## src/rtl/cnbr_pkg.sv

```systemverilog
// Package: constants for the node number and bit-rate setup block
package cnbr_pkg;
  localparam logic [10:0] ID_FROM_MASTER = 11'h7e5;
  localparam logic [10:0] ID_FROM_NODE = 11'h7e4;
  localparam logic [7:0] NODE_UNCONF = 8'hff;
  localparam logic [7:0] NODE_MIN = 8'h01;
  localparam logic [7:0] NODE_MAX = 8'h7f;
  localparam logic [7:0] RATE_AUTO = 8'hff;
  localparam logic [7:0] RATE_MAX_IDX = 8'h04;
  localparam logic [3:0] FRAMES_PER_RATE = 4'h3;
  localparam logic [2:0] RATE_COUNT = 3'h5;
  localparam logic [4:0] DETECT_FRAME_LIMIT = 5'h18;
  // Register offsets (index of the readback object and own status words)
  localparam logic [15:0] OFS_RATE_READBACK = 16'h2400;
  localparam logic [15:0] OFS_NODE_NUMBER = 16'h2401;
  localparam logic [15:0] OFS_STATUS = 16'h2402;
  // Layer-setting command codes
  localparam logic [7:0] CMD_SWITCH_GLOBAL = 8'h04;
  localparam logic [7:0] CMD_SEL_VENDOR = 8'h40;
  localparam logic [7:0] CMD_SEL_PRODUCT = 8'h41;
  localparam logic [7:0] CMD_SEL_REVISION = 8'h42;
  localparam logic [7:0] CMD_SEL_SERIAL = 8'h43;
  localparam logic [7:0] CMD_SEL_ANSWER = 8'h44;
  localparam logic [7:0] CMD_SET_NODE = 8'h11;
  localparam logic [7:0] CMD_SET_RATE = 8'h13;
  localparam logic [7:0] CMD_STORE = 8'h17;
  localparam logic [7:0] CMD_INQ_VENDOR = 8'h5a;
  localparam logic [7:0] CMD_INQ_PRODUCT = 8'h5b;
  localparam logic [7:0] CMD_INQ_REVISION = 8'h5c;
  localparam logic [7:0] CMD_INQ_SERIAL = 8'h5d;
  localparam logic [7:0] CMD_INQ_NODE = 8'h5e;
  localparam logic [7:0] ERR_OK = 8'h00;
  localparam logic [7:0] ERR_RANGE = 8'h01;
  typedef enum logic [2:0] {
    CNBR_DETECT = 3'b001,
    CNBR_LSS_INIT = 3'b010,
    CNBR_RUN = 3'b100
  } cnbr_state_t;
endpackage

```

## src/rtl/cnbr_setup.sv

```systemverilog
// Node number and bit-rate setup logic of the drive's CAN node
`timescale 1ns/1ps
module cnbr_setup #(
  parameter logic [31:0] VENDOR_CODE = 32'h0000_0001,  // Arbitrary value
  parameter logic [31:0] PRODUCT_CODE = 32'h0000_0002, // Arbitrary value
  parameter logic [31:0] REVISION_CODE = 32'h0000_0003, // Arbitrary value
  parameter logic [31:0] SERIAL_CODE = 32'h0000_0004   // Arbitrary value
) (
  input wire logic clk_i,
  input wire logic rst_i,
  // Received frame from the CAN controller, one-cycle strobe
  input wire logic rx_valid_i,
  input wire logic rx_ok_i,
  input wire logic [10:0] rx_id_i,
  input wire logic [63:0] rx_data_i,
  // Frame to transmit
  output logic tx_valid_o,
  output logic [10:0] tx_id_o,
  output logic [63:0] tx_data_o,
  // Bit timing to the CAN controller
  output logic [2:0] bit_rate_sel_o,
  // Nonvolatile storage: values loaded after reset, store pulse
  input wire logic nv_valid_i,
  input wire logic [7:0] nv_node_i,
  input wire logic [7:0] nv_rate_i,
  output logic nv_store_o,
  output logic [7:0] nv_node_o,
  output logic [7:0] nv_rate_o,
  // Network-management start and node state
  output logic nmt_start_o,
  output logic config_mode_o,
  output logic [7:0] node_number_o,
  // Register port
  input wire logic [15:0] reg_addr_i,
  input wire logic [31:0] reg_wdata_i,
  input wire logic reg_wr_i,
  input wire logic reg_rd_i,
  output logic [31:0] reg_rdata_o
);

  // ------------------------------------------------------------
  // Frame decode
  // ------------------------------------------------------------
  function automatic logic [63:0] cnbr_reply(input logic [7:0] cmd, input logic [31:0] val);
    cnbr_reply = {24'h00_0000, val, cmd};
  endfunction

  // Range test shared by incoming assignments and the held number
  function automatic logic node_in_range(input logic [7:0] num);
    node_in_range = (num >= cnbr_pkg::NODE_MIN) && (num <= cnbr_pkg::NODE_MAX);
  endfunction

  // Candidates are tried round-robin; the last one wraps to the first
  function automatic logic [2:0] next_trial_rate(input logic [2:0] cur);
    next_trial_rate = (cur == cnbr_pkg::RATE_COUNT - 3'h1) ? 3'h0 : cur + 3'h1;
  endfunction

  // Selective addressing walks vendor, product, revision, serial in order
  typedef enum logic [3:0] {
    CNBR_SEL_IDLE = 4'b0001,
    CNBR_SEL_VENDOR = 4'b0010,
    CNBR_SEL_PRODUCT = 4'b0100,
    CNBR_SEL_REVISION = 4'b1000
  } cnbr_sel_t;

  cnbr_pkg::cnbr_state_t state;
  logic [7:0] node_number;
  logic [7:0] rate_code;
  logic [2:0] try_rate;
  logic [3:0] try_count;
  logic cfg_mode;
  cnbr_sel_t sel_state;
  cnbr_sel_t next_sel_state;
  logic [4:0] det_frames;
  logic nv_done;

  wire [7:0] cmd = rx_data_i[7:0];
  wire [7:0] arg8 = rx_data_i[15:8];
  wire [31:0] arg32 = {rx_data_i[39:32], rx_data_i[31:24], rx_data_i[23:16], rx_data_i[15:8]};
  wire detecting = (state == cnbr_pkg::CNBR_DETECT);
  wire lss_frame = rx_valid_i && rx_ok_i && !detecting &&
                   (rx_id_i == cnbr_pkg::ID_FROM_MASTER);
  wire node_ok = node_in_range(arg8);
  wire rate_ok = (arg8 <= cnbr_pkg::RATE_MAX_IDX) || (arg8 == cnbr_pkg::RATE_AUTO);
  wire is_global = lss_frame && (cmd == cnbr_pkg::CMD_SWITCH_GLOBAL);
  wire hit_vendor = lss_frame && (cmd == cnbr_pkg::CMD_SEL_VENDOR) && (arg32 == VENDOR_CODE);
  wire hit_product = lss_frame && (cmd == cnbr_pkg::CMD_SEL_PRODUCT) &&
                     (arg32 == PRODUCT_CODE);
  wire hit_revision = lss_frame && (cmd == cnbr_pkg::CMD_SEL_REVISION);
  wire hit_serial = lss_frame && (cmd == cnbr_pkg::CMD_SEL_SERIAL) && (arg32 == SERIAL_CODE);
  wire sel_done = hit_serial && (sel_state == CNBR_SEL_REVISION);
  wire set_node = lss_frame && cfg_mode && (cmd == cnbr_pkg::CMD_SET_NODE);
  wire set_rate = lss_frame && cfg_mode && (cmd == cnbr_pkg::CMD_SET_RATE);
  wire store = lss_frame && cfg_mode && (cmd == cnbr_pkg::CMD_STORE);
  wire node_valid = node_in_range(node_number);
  wire [2:0] fixed_rate = (rate_code <= cnbr_pkg::RATE_MAX_IDX) ? rate_code[2:0] : 3'h0;
  // Any error-free frame at the trial rate counts toward detection
  wire good_frame = rx_valid_i && rx_ok_i;
  wire bad_frame = rx_valid_i && !rx_ok_i;

  // ------------------------------------------------------------
  // Answer selection
  // ------------------------------------------------------------
  logic next_tx;
  logic [63:0] next_tx_data;
  always_comb begin
    next_tx = 1'b0;
    next_tx_data = 64'h0;
    // Configuration commands outside configuration mode stay silent
    if (lss_frame) begin
      unique case (cmd)
        cnbr_pkg::CMD_SEL_SERIAL: begin
          next_tx = sel_done;
          next_tx_data = cnbr_reply(cnbr_pkg::CMD_SEL_ANSWER, 32'h0);
        end
        cnbr_pkg::CMD_SET_NODE: begin
          next_tx = cfg_mode;
          next_tx_data = {48'h0, node_ok ? cnbr_pkg::ERR_OK : cnbr_pkg::ERR_RANGE, cmd};
        end
        cnbr_pkg::CMD_SET_RATE: begin
          next_tx = cfg_mode;
          next_tx_data = {48'h0, rate_ok ? cnbr_pkg::ERR_OK : cnbr_pkg::ERR_RANGE, cmd};
        end
        cnbr_pkg::CMD_STORE: begin
          next_tx = cfg_mode;
          next_tx_data = {48'h0, cnbr_pkg::ERR_OK, cmd};
        end
        cnbr_pkg::CMD_INQ_VENDOR: begin
          next_tx = cfg_mode;
          next_tx_data = cnbr_reply(cmd, VENDOR_CODE);
        end
        cnbr_pkg::CMD_INQ_PRODUCT: begin
          next_tx = cfg_mode;
          next_tx_data = cnbr_reply(cmd, PRODUCT_CODE);
        end
        cnbr_pkg::CMD_INQ_REVISION: begin
          next_tx = cfg_mode;
          next_tx_data = cnbr_reply(cmd, REVISION_CODE);
        end
        cnbr_pkg::CMD_INQ_SERIAL: begin
          next_tx = cfg_mode;
          next_tx_data = cnbr_reply(cmd, SERIAL_CODE);
        end
        cnbr_pkg::CMD_INQ_NODE: begin
          next_tx = cfg_mode;
          next_tx_data = {48'h0, node_number, cmd};
        end
        default: begin
          next_tx = 1'b0;
        end
      endcase
    end
  end

  always_ff @(posedge clk_i) begin
    if (rst_i) begin
      tx_valid_o <= 1'b0;
      tx_data_o <= 64'h0;
    end else begin
      tx_valid_o <= next_tx;
      // Data holds between answers so a slow reader still finds it
      if (next_tx) begin
        tx_data_o <= next_tx_data;
      end
    end
  end
  assign tx_id_o = cnbr_pkg::ID_FROM_NODE;

  // ------------------------------------------------------------
  // Configuration mode and selective address tracking
  // ------------------------------------------------------------
  wire sel_cmd = lss_frame && (cmd >= cnbr_pkg::CMD_SEL_VENDOR) &&
                 (cmd <= cnbr_pkg::CMD_SEL_SERIAL);
  // A vendor, product or serial mismatch or an out-of-order part restarts the walk; the revision value is not compared
  always_comb begin
    next_sel_state = sel_state;
    if (hit_vendor) begin
      next_sel_state = CNBR_SEL_VENDOR;
    end else if (sel_cmd) begin
      unique case (sel_state)
        CNBR_SEL_IDLE: begin
          next_sel_state = CNBR_SEL_IDLE;
        end
        CNBR_SEL_VENDOR: begin
          next_sel_state = hit_product ? CNBR_SEL_PRODUCT : CNBR_SEL_IDLE;
        end
        CNBR_SEL_PRODUCT: begin
          next_sel_state = hit_revision ? CNBR_SEL_REVISION : CNBR_SEL_IDLE;
        end
        CNBR_SEL_REVISION: begin
          next_sel_state = CNBR_SEL_IDLE;
        end
      endcase
    end
  end

  always_ff @(posedge clk_i) begin
    if (rst_i) begin
      cfg_mode <= 1'b0;
      sel_state <= CNBR_SEL_IDLE;
    end else begin
      if (is_global) begin
        cfg_mode <= arg8[0];
      end else if (sel_done) begin
        cfg_mode <= 1'b1;
      end
      sel_state <= next_sel_state;
    end
  end

  // ------------------------------------------------------------
  // Node number, rate code, start-up sequence
  // ------------------------------------------------------------
  always_ff @(posedge clk_i) begin
    if (rst_i) begin
      node_number <= cnbr_pkg::NODE_UNCONF;
      rate_code <= cnbr_pkg::RATE_AUTO;
      nv_done <= 1'b0;
      state <= cnbr_pkg::CNBR_LSS_INIT;
      try_rate <= 3'h0;
      try_count <= 4'h0;
      nmt_start_o <= 1'b0;
    end else begin
      nmt_start_o <= 1'b0;
      // Stored values take priority over a frame in the same cycle
      if (!nv_done && nv_valid_i) begin
        nv_done <= 1'b1;
        node_number <= nv_node_i;
        rate_code <= nv_rate_i;
        if (nv_rate_i == cnbr_pkg::RATE_AUTO) begin
          state <= cnbr_pkg::CNBR_DETECT;
        end
      end else begin
        if (set_node && node_ok) begin
          node_number <= arg8;
        end
        if (set_rate && rate_ok) begin
          rate_code <= arg8;
        end
        unique case (state)
          cnbr_pkg::CNBR_DETECT: begin
            // Three clean frames confirm a candidate; an error moves on
            if (good_frame) begin
              if (try_count == cnbr_pkg::FRAMES_PER_RATE - 4'h1) begin
                state <= cnbr_pkg::CNBR_LSS_INIT;
              end else begin
                try_count <= try_count + 4'h1;
              end
            end else if (bad_frame) begin
              try_count <= 4'h0;
              try_rate <= next_trial_rate(try_rate);
            end
          end
          cnbr_pkg::CNBR_LSS_INIT: begin
            // Configuration mode holds the node here until the master leaves it
            if (nv_done && node_valid && !cfg_mode) begin
              state <= cnbr_pkg::CNBR_RUN;
              nmt_start_o <= 1'b1;
            end
          end
          cnbr_pkg::CNBR_RUN: begin
            state <= cnbr_pkg::CNBR_RUN;
          end
        endcase
      end
    end
  end

  always_ff @(posedge clk_i) begin
    if (rst_i) begin
      nv_store_o <= 1'b0;
    end else begin
      nv_store_o <= store;
    end
  end
  assign nv_node_o = node_number;
  assign nv_rate_o = rate_code;
  assign bit_rate_sel_o = (rate_code == cnbr_pkg::RATE_AUTO) ? try_rate : fixed_rate;
  assign config_mode_o = cfg_mode;
  assign node_number_o = node_number;

  // ------------------------------------------------------------
  // Detection frame budget
  // ------------------------------------------------------------
  // Saturates at the budget, so software can tell a slow lock from a dead bus
  always_ff @(posedge clk_i) begin
    if (rst_i) begin
      det_frames <= 5'h0;
    end else if (detecting && rx_valid_i && (det_frames != cnbr_pkg::DETECT_FRAME_LIMIT)) begin
      det_frames <= det_frames + 5'h1;
    end
  end

  // ------------------------------------------------------------
  // Register port, all read-only; writes are ignored
  // ------------------------------------------------------------
  // Status: frames seen [10:6], state [5:3], cfg [2], node valid [1], loaded [0]
  wire [31:0] status_word = {21'h0, det_frames, state, cfg_mode, node_valid, nv_done};
  wire [31:0] rd_mux = (reg_addr_i == cnbr_pkg::OFS_RATE_READBACK) ? {24'h0, rate_code} :
                       (reg_addr_i == cnbr_pkg::OFS_NODE_NUMBER) ? {24'h0, node_number} :
                       (reg_addr_i == cnbr_pkg::OFS_STATUS) ? status_word : 32'h0;
  always_ff @(posedge clk_i) begin
    if (rst_i) begin
      reg_rdata_o <= 32'h0;
    end else if (reg_rd_i) begin
      reg_rdata_o <= rd_mux;
    end
  end
endmodule

```

## config.mk

```make
export PLATFORM = sky130hd
export DESIGN_NAME = cnbr_setup
export DESIGN_NICKNAME = d
export VERILOG_FILES = /design/src/rtl/cnbr_pkg.sv /design/src/rtl/cnbr_setup.sv
export SDC_FILE = /design/constraint.sdc
export NUM_CORES = 1
export LEC_CHECK = 0
export BUFFER_PORTS_ARGS = -buffer_cell sky130_fd_sc_hd__buf_2
export CORE_ASPECT_RATIO = 0.75
export CORE_UTILIZATION = 40
export DETAILED_ROUTE_END_ITERATION = 8
export PLACE_DENSITY = 0.86
export SLEW_MARGIN = 20
export SYNTH_ARGS = -nofsm -noshare
export SYNTH_HDL_FRONTEND = slang
export SYNTH_SLANG_ARGS = --single-unit
```

## constraint.sdc

```tcl
create_clock -name clk_i -period 2.1 [get_ports clk_i]
set_input_delay 0.105 -clock clk_i [delete_from_list [all_inputs] [get_ports clk_i]]
set_output_delay 0.105 -clock clk_i [all_outputs]
set_load 0.005 [all_outputs]
```

==> results of run 1 <==
[routing by layer]
| metal | global-route usage (%) | vias up | share of wire (%) |
|---|---|---|---|
| met5 | 0 | - | 0 |
| met4 | 7.10 | 0 | 1.9 |
| met3 | 5.13 | 22 | 8.1 |
| met2 | 33.6 | 213 | 45 |
| met1 | 27.6 | 2038 | 45 |
| li1 | - | 2152 | - |
[sequential cells by signal, indices dropped and copies added (netlist names)]
name           cells
config_mode_o      1
det_frames         5
reg_rdata_o       11
state              3
nmt_start_o        1
tx_data_o         16
nv_store_o         1
sel_state          4
try_count          4
tx_valid_o         1
nv_rate_o          8
try_rate           3
nv_done            1
node_number_o      8
[per-stage QoR]
stage	total power, mW	cell area (µm²)	utilization, %	cells
floorplan	1.69	4820	-	632
global placement	1.76	5110	46.5	828
CTS	3.30	5410	49.3	844
detailed placement	1.77	5110	46.5	828
finish	3.28	5420	49.3	844
global route	3.42	5420	49.3	844
[layout make-up]
type	count	area, µm²
tap	140	175
multi-input combinational	436	2630
fill	1054	5570
clock inverter	6	63.8
inverter	15	56.3
timing repair buffer	170	911
clock buffer	10	239
sequential	67	1340
[Yosys cell counts (2+ instances only)]
cell type  count  area share, %
clkbuf_1      18            1.5
nand3_1       10            1.1
a211oi_1      14            2.3
mux2i_1       14            3.1
conb_1         2           0.17
nor4bb_1       2           0.44
nand4_1       15            2.1
nor4_1        12            1.7
nor2_1        35            2.9
and3_1         6           0.83
o221ai_1       3           0.58
or3_1          5           0.69
o211ai_1       6            1.0
o21ai_0        7           0.77
nor2b_1        7           0.97
buf_4         90             15
inv_1         15            1.2
nor4_4         3            1.4
and2_1         6           0.83
a31oi_1        2           0.28
a21oi_1       27            3.0
a21o_1         2           0.33
buf_6          2           0.50
o2111ai_1      3           0.58
nand3b_1       2           0.33
a32o_1         2           0.44
a22o_1         4           0.77
nor4b_1        2           0.39
ha_1           6            1.7
a22oi_1        6            1.0
buf_2          2           0.22
xor2_1         4           0.77
a2111oi_0      8            1.5
nand2b_1      11            1.5
nor3b_1        5           0.83
nor3_1        48            5.3
and2_2         2           0.33
xnor2_1        3           0.58
o211a_1        2           0.44
nor3b_2        2           0.55
nand2_1       40            3.3
nand4b_1       3           0.58
dfxtp_1       67             30
[layout by cell type (no fill, tap or decap), types with 15 or more instances in the layout]
cell     instances
buf_2          146
conb_1          80
dfxtp_1         67
nor3_1          48
nand2_1         40
nor2_1          34
a21oi_1         27
buf_4           24
inv_1           15
nand4_1         15
[how the worst min path moves through the flow]
stage | startpoint | to | slack (ns) | depth (start not counted)
after global routing | nv_node_i[7] | node_number_o[7]$_SDFFE_PP1P_ | 0.05 | 3
after CTS | nv_node_i[7] | node_number_o[7]$_SDFFE_PP1P_ | 0.004 | 3
after detailed placement | nv_node_i[7] | node_number_o[7]$_SDFFE_PP1P_ | 0.35 | 3
after global placement | nv_node_i[7] | node_number_o[7]$_SDFFE_PP1P_ | 0.34 | 3
after floorplan | nv_valid_i | nv_done$_SDFFE_PP0P_ | 0.22 | 2
final | nv_node_i[7] | node_number_o[7]$_SDFFE_PP1P_ | 0.01 | 3
[report_power, final]
part	internal [mW]	leakage [nW]	switching [mW]
registers	1.30	0.543	0.0422
logic	0.165	1.74	0.244
clock network	0.951	0.145	0.582
[worst register-to-register path, cell delays in order, from the launching register on]
cell and delay [ns]:
dfxtp_1 0.32, nor3b_2 0.15, buf_4 0.16, nor4_4 0.39
nand3_1 0.19, buf_4 0.21, nor3_1 0.30, a211oi_1 0.08
[kinds of logic (layout without fill, tap and decap cells)]
| group | Yosys count | after routing |
|---|---|---|
| xor gates and xnor gates | 7 | 7 |
| other | 2 | 80 |
| adders and majority gates | 6 | 6 |
| AOI/OAI and AO/OA | 100 | 100 |
| DFF | 67 | 67 |
| buffers and inverters | 129 | 201 |
| muxes | 16 | 16 |
| and+or+nand+nor | 227 | 227 |
[what timing repair did]
| action | CTS | global route |
|---|---|---|
| setup endpoints to repair | 0 | 11 |
| hold endpoints to repair | 0 | 0 |
| gates resized for setup | 0 | 2 |
==> results.py, run 1 <==
metrics = {
    "outcome": {
        "status": "finished with violations",
        "violations": "design-rule violations",
    },
    "drt": {
        "via_per_inst": 5.24,
        "wl_per_cell_um": 14.8,
        "vias": 4425,
        "wl_um": 12500,
        "ant_nets": 0,
        "drcViolationCount": 20,
        "dr.pass1.iters": 9,
        "drt_iter0_markers": 315,
    },
    "power": {
        "p_per_area_nw_per_um2": 606,
        "peakVddDrop_mv": 0.345,
        "p_leak_nw": 2.43,
    },
    "synthesis": {
        "synth_compound_area_share_pct": 16.0,
        "syn_inst": 554,
        "synth_ff_type": "dfxtp_1",
        "netlist_area_um2": 4520,
        "synth_seq_cells": 67,
        "synth_edf_count": 0,
        "seq_area_frac_synth_pct": 29.6,
        "synthXorXnorAreaFrac_pct": 1.36,
        "synthMuxAreaShare_pct": 3.60,
        "async_flop_share_pct": 0,
        "synth_area_per_cell_um2": 8.17,
        "synth_top_family_by_area": "simple AND/OR/NAND/NOR gates",
        "synth_fa_ha_area_share_pct": 1.66,
        "synth-simple-area-share_pct": 28.8,
        "synth_warnings": 0,
        "synth_cell_types": 72,
    },
    "timing": {
        "setup_tns_ns": 0,
        "slew_headroom_pct": 47.1,
        "min_period_over_period_pct": 92.5,
        "whs_ns": 0.0134,
        "setup_violations": 0,
        "grt_setup_unrepaired": "no",
        "worst_clock_skew_ns": 0.00559,
        "clock.fmax_ghz": 0.515,
        "hold_violations": 0,
        "slew_violations": 0,
        "worst_pin_slew_ns": 0.792,
        "period_minus_slack_ns": 1.94,
        "timing.final.ws_setup_ns": 0.157,
    },
    "grt": {
        "grt_max_degree": 32,
        "grt_pass1_vias": 3845,
        "grtUsageTotal_pct": 21.0,
        "grt_pass1_wl_um": 19300,
        "grt_overflow": 0,
        "antenna_found_initial": 0,
    },
    "critical_path": {
        "crit_top_cell": "buf_4",
        "crit_chain": "nor3b_2 > buf_4 > nor4_4 > nand3_1 > buf_4 > nor3_1 > a211oi_1",
        "worstSetupPathType": "reg -> reg",
        "start_kind": "flip-flop",
        "rr_worst_depth": 7,
        "cp_num_buf_inv": 2,
        "worst_path_largest_cell_delay_ns": 0.39,
        "cp_max_fo": 8,
        "worstPathRequired_ns": 2.30,
        "r2r_end": "nv_rate_o[0]$_SDFFE_PP1P_",
        "timing.rr.start": "state[0]$_SDFFE_PP0P_",
        "cpLargestDelayFamily": "simple AND/OR/NAND/NOR gates",
        "crit_path_start": "state[0]$_SDFFE_PP0P_",
        "worst_path_max_delay_cell": "nor4_4",
        "rrSetupSlack_ns": 0.16,
        "endpoint_kind": "flip-flop",
        "cp.depth": 7,
        "crit_end": "nv_rate_o[0]$_SDFFE_PP1P_",
        "arrival_ns": 2.14,
    },
    "clock_tree": {
        "cts_buffers": 9,
        "worstSkewPairLatency_ns": 0.33,
        "htreeDepth": 3,
        "cts_hold_buf": 0,
        "clock_sinks": 67,
        "cts_tree": "yes",
        "cts-root-buf": "clkbuf_16",
        "post_cts_buffers": 0,
        "cts_buffer_depth": 2,
        "path_clk_slew_ns": 0.06,
    },
    "die": {
        "dieArea_um2": 11700,
        "rows": 33,
        "die_h_um": 94.1,
        "core_area_um2": 11000,
        "fp.dieW_um": 125,
        "start_util_pct": 41.2,
        "num_io_pins": 284,
    },
    "placed_design": {
        "port_buffers": 146,
        "routabilityCongestion": 0.935,
        "place.detailed.hpwl_um": 9570,
        "place_ws_ns": 0.184,
    },
    "cells_and_area": {
        "areaGrowthSynthToFinish_pct": 19.7,
        "diodes": 0,
        "final_nets": 851,
        "drive_gt1_share_pct": 29.1,
    },
    "min_path": {
        "hold_class": "in -> reg",
    },
    "job": {
        "cap_viol_max_count": 0,
    },
}
(Power assumes the default switching activity.)
==> inputs of run 2 (changes only) <==
- CTS_BUF_LIST: default -> sky130_fd_sc_hd__clkbuf_16
==> run 2 against run 1 <==
Compared with the run above: core utilization decreased by 0.091 points; critical path type unchanged; design area decreased by 0.18%; first-iteration DRC count decreased by 0.32%; highest routed layer unchanged; the flow still finishes with violations (design-rule violations); clock power decreased by 3%.
==> results.py, run 2 (synthesis gave the netlist of run 1 again) <==
metrics = {
    "timing": {
        "period_minus_slack_ns": 1.94,
        "setup_violations": 0,
        "grt_setup_unrepaired": "no",
        "min_period_over_period_pct": 92.5,
        "worst_clock_skew_ns": 0.00558,
        "slew_headroom_pct": 47.1,
        "timing.final.ws_setup_ns": 0.157,
        "hold_violations": 0,
        "slew_violations": 0,
        "worst_pin_slew_ns": 0.792,
        "clock.fmax_ghz": 0.515,
        "setup_tns_ns": 0,
    },
    "power": {
        "peakVddDrop_mv": 0.344,
        "p_sw_share_pct": 26.7,
        "power_frac_comb_pct": 12.6,
        "p_clk_share_pct": 46.0,
        "seqPwrFrac_pct": 41.3,
        "p_leak_nw": 2.43,
        "switchingPower_uw": 865,
        "p_per_area_nw_per_um2": 600,
        "p_int_mw": 2.38,
    },
    "cells_and_area": {
        "mostFrequentLayoutCell": "buf_2",
        "largest_reg_flops": 16,
        "layout_common_cells": "buf_2 (146), conb_1 (80), dfxtp_1 (67), nor3_1 (48), nand2_1 (40)",
        "drive_gt1_share_pct": 29.0,
        "final_cells": 844,
        "largestRegisters": "tx_data_o (16), reg_rdata_o (11)",
        "fillers": 1055,
        "largest-register": "tx_data_o",
        "seqCellArea_um2": 1340,
        "areaGrowthSynthToFinish_pct": 19.5,
        "diodes": 0,
        "final_nets": 851,
        "multi_input_area_um2": 2630,
    },
    "grt": {
        "grt_max_degree": 32,
        "antenna_found_initial": 0,
        "grt_overflow": 0,
        "grt_pass1_wl_um": 19300,
        "grtUsageTotal_pct": 21.0,
        "grt_pass1_vias": 3845,
    },
    "clock_tree": {
        "cts_tree": "yes",
        "cts_buffer_depth": 2,
        "post_cts_buffers": 0,
        "htreeDepth": 3,
        "path_clk_slew_ns": 0.06,
        "cts_buffers": 9,
        "worstSkewPairLatency_ns": 0.33,
        "clock_sinks": 67,
        "cts_hold_buf": 0,
        "cts-root-buf": "clkbuf_16",
    },
    "placed_design": {
        "place_ws_ns": 0.184,
        "numPlacedInstances": 828,
        "place.detailed.hpwl_um": 9570,
        "port_buffers": 146,
        "routabilityCongestion": 0.935,
    },
    "critical_path": {
        "endpoint_kind": "flip-flop",
        "worstSetupPathType": "reg -> reg",
        "cp_max_fo": 8,
        "rrSetupSlack_ns": 0.16,
        "start_kind": "flip-flop",
        "worstPathRequired_ns": 2.30,
        "arrival_ns": 2.14,
    },
    "die": {
        "die_h_um": 94.1,
        "rows": 33,
        "num_io_pins": 284,
        "fp.dieW_um": 125,
        "core_area_um2": 11000,
        "start_util_pct": 41.2,
        "dieArea_um2": 11700,
    },
    "drt": {
        "wl_um": 12500,
        "ant_nets": 0,
        "drcViolationCount": 20,
        "dr.pass1.iters": 9,
        "drt_iter0_markers": 314,
        "vias": 4443,
        "wl_per_cell_um": 14.8,
        "via_per_inst": 5.26,
    },
    "min_path": {
        "hold_class": "in -> reg",
    },
    "outcome": {
        "violations": "design-rule violations",
        "status": "finished with violations",
    },
    "job": {
        "cap_viol_max_count": 0,
    },
}
-- run 2: what timing repair did --
item	4_1_cts	5_1_grt
setup endpoints to repair	0	12
endpoints found under the hold margin	0	0
gates resized for setup	0	2
-- run 2: worst paths after layout --
path / end / startpoint / cells after the start
max: nv_rate_o[0]$_SDFFE_PP1P_ / state[0]$_SDFFE_PP0P_ / 7
min reg2reg: tx_data_o[1]$_SDFFE_PP0P_ / tx_data_o[1]$_SDFFE_PP0P_ / 2
max reg2reg: nv_rate_o[0]$_SDFFE_PP1P_ / state[0]$_SDFFE_PP0P_ / 7
min: node_number_o[7]$_SDFFE_PP1P_ / nv_node_i[7] / 3
-- run 2: critical path, stage by stage (launching register included) --
cell and delay [ns]:
dfxtp_1 0.32, nor3b_2 0.15, buf_4 0.16, nor4_4 0.39, nand3_1 0.18, buf_4 0.21
nor3_1 0.30, a211oi_1 0.08
-- run 2: power by group through the flow --
| stage | registers (mW) | clock network [mW] | logic, mW |
|---|---|---|---|
| floorplan | 1.35 | 0 | 0.331 |
| global placement | 1.36 | 0 | 0.392 |
| detailed placement | 1.37 | 0 | 0.400 |
| CTS | 1.34 | 1.52 | 0.402 |
| global route | 1.34 | 1.58 | 0.455 |
| finish | 1.34 | 1.49 | 0.410 |
-- run 2: per-stage QoR --
stage	cell area [µm²]	util, %	total power [mW]	hold WS (ns)
3_3_place_gp	5110	46.5	1.76	0.343
5_1_grt	5410	49.2	3.38	0.0480
2_1_floorplan	4820	-	1.69	0.221
4_1_cts	5400	49.2	3.26	0.00393
3_5_place_dp	5110	46.5	1.77	0.352
6_report	5410	49.2	3.24	0.0134
-- run 2: layout make-up --
cell class,count,share of cell area [%]
inverters,15,1.04
flip-flops and latches,67,24.8
well taps,140,3.24
repair buffers,170,16.9
clock buffers,9,4.17
clock inverters,7,1.25
multi-input cells,436,48.6
-- run 2: routing by layer --
metal / vias to the layer above / part of all wire (%) / track usage, %
met5: - / 0 / 0
met4: 0 / 2.0 / 7.10
met3: 24 / 8.3 / 5.13
met2: 212 / 45 / 33.6
met1: 2055 / 44 / 27.6
li1: 2152 / - / -
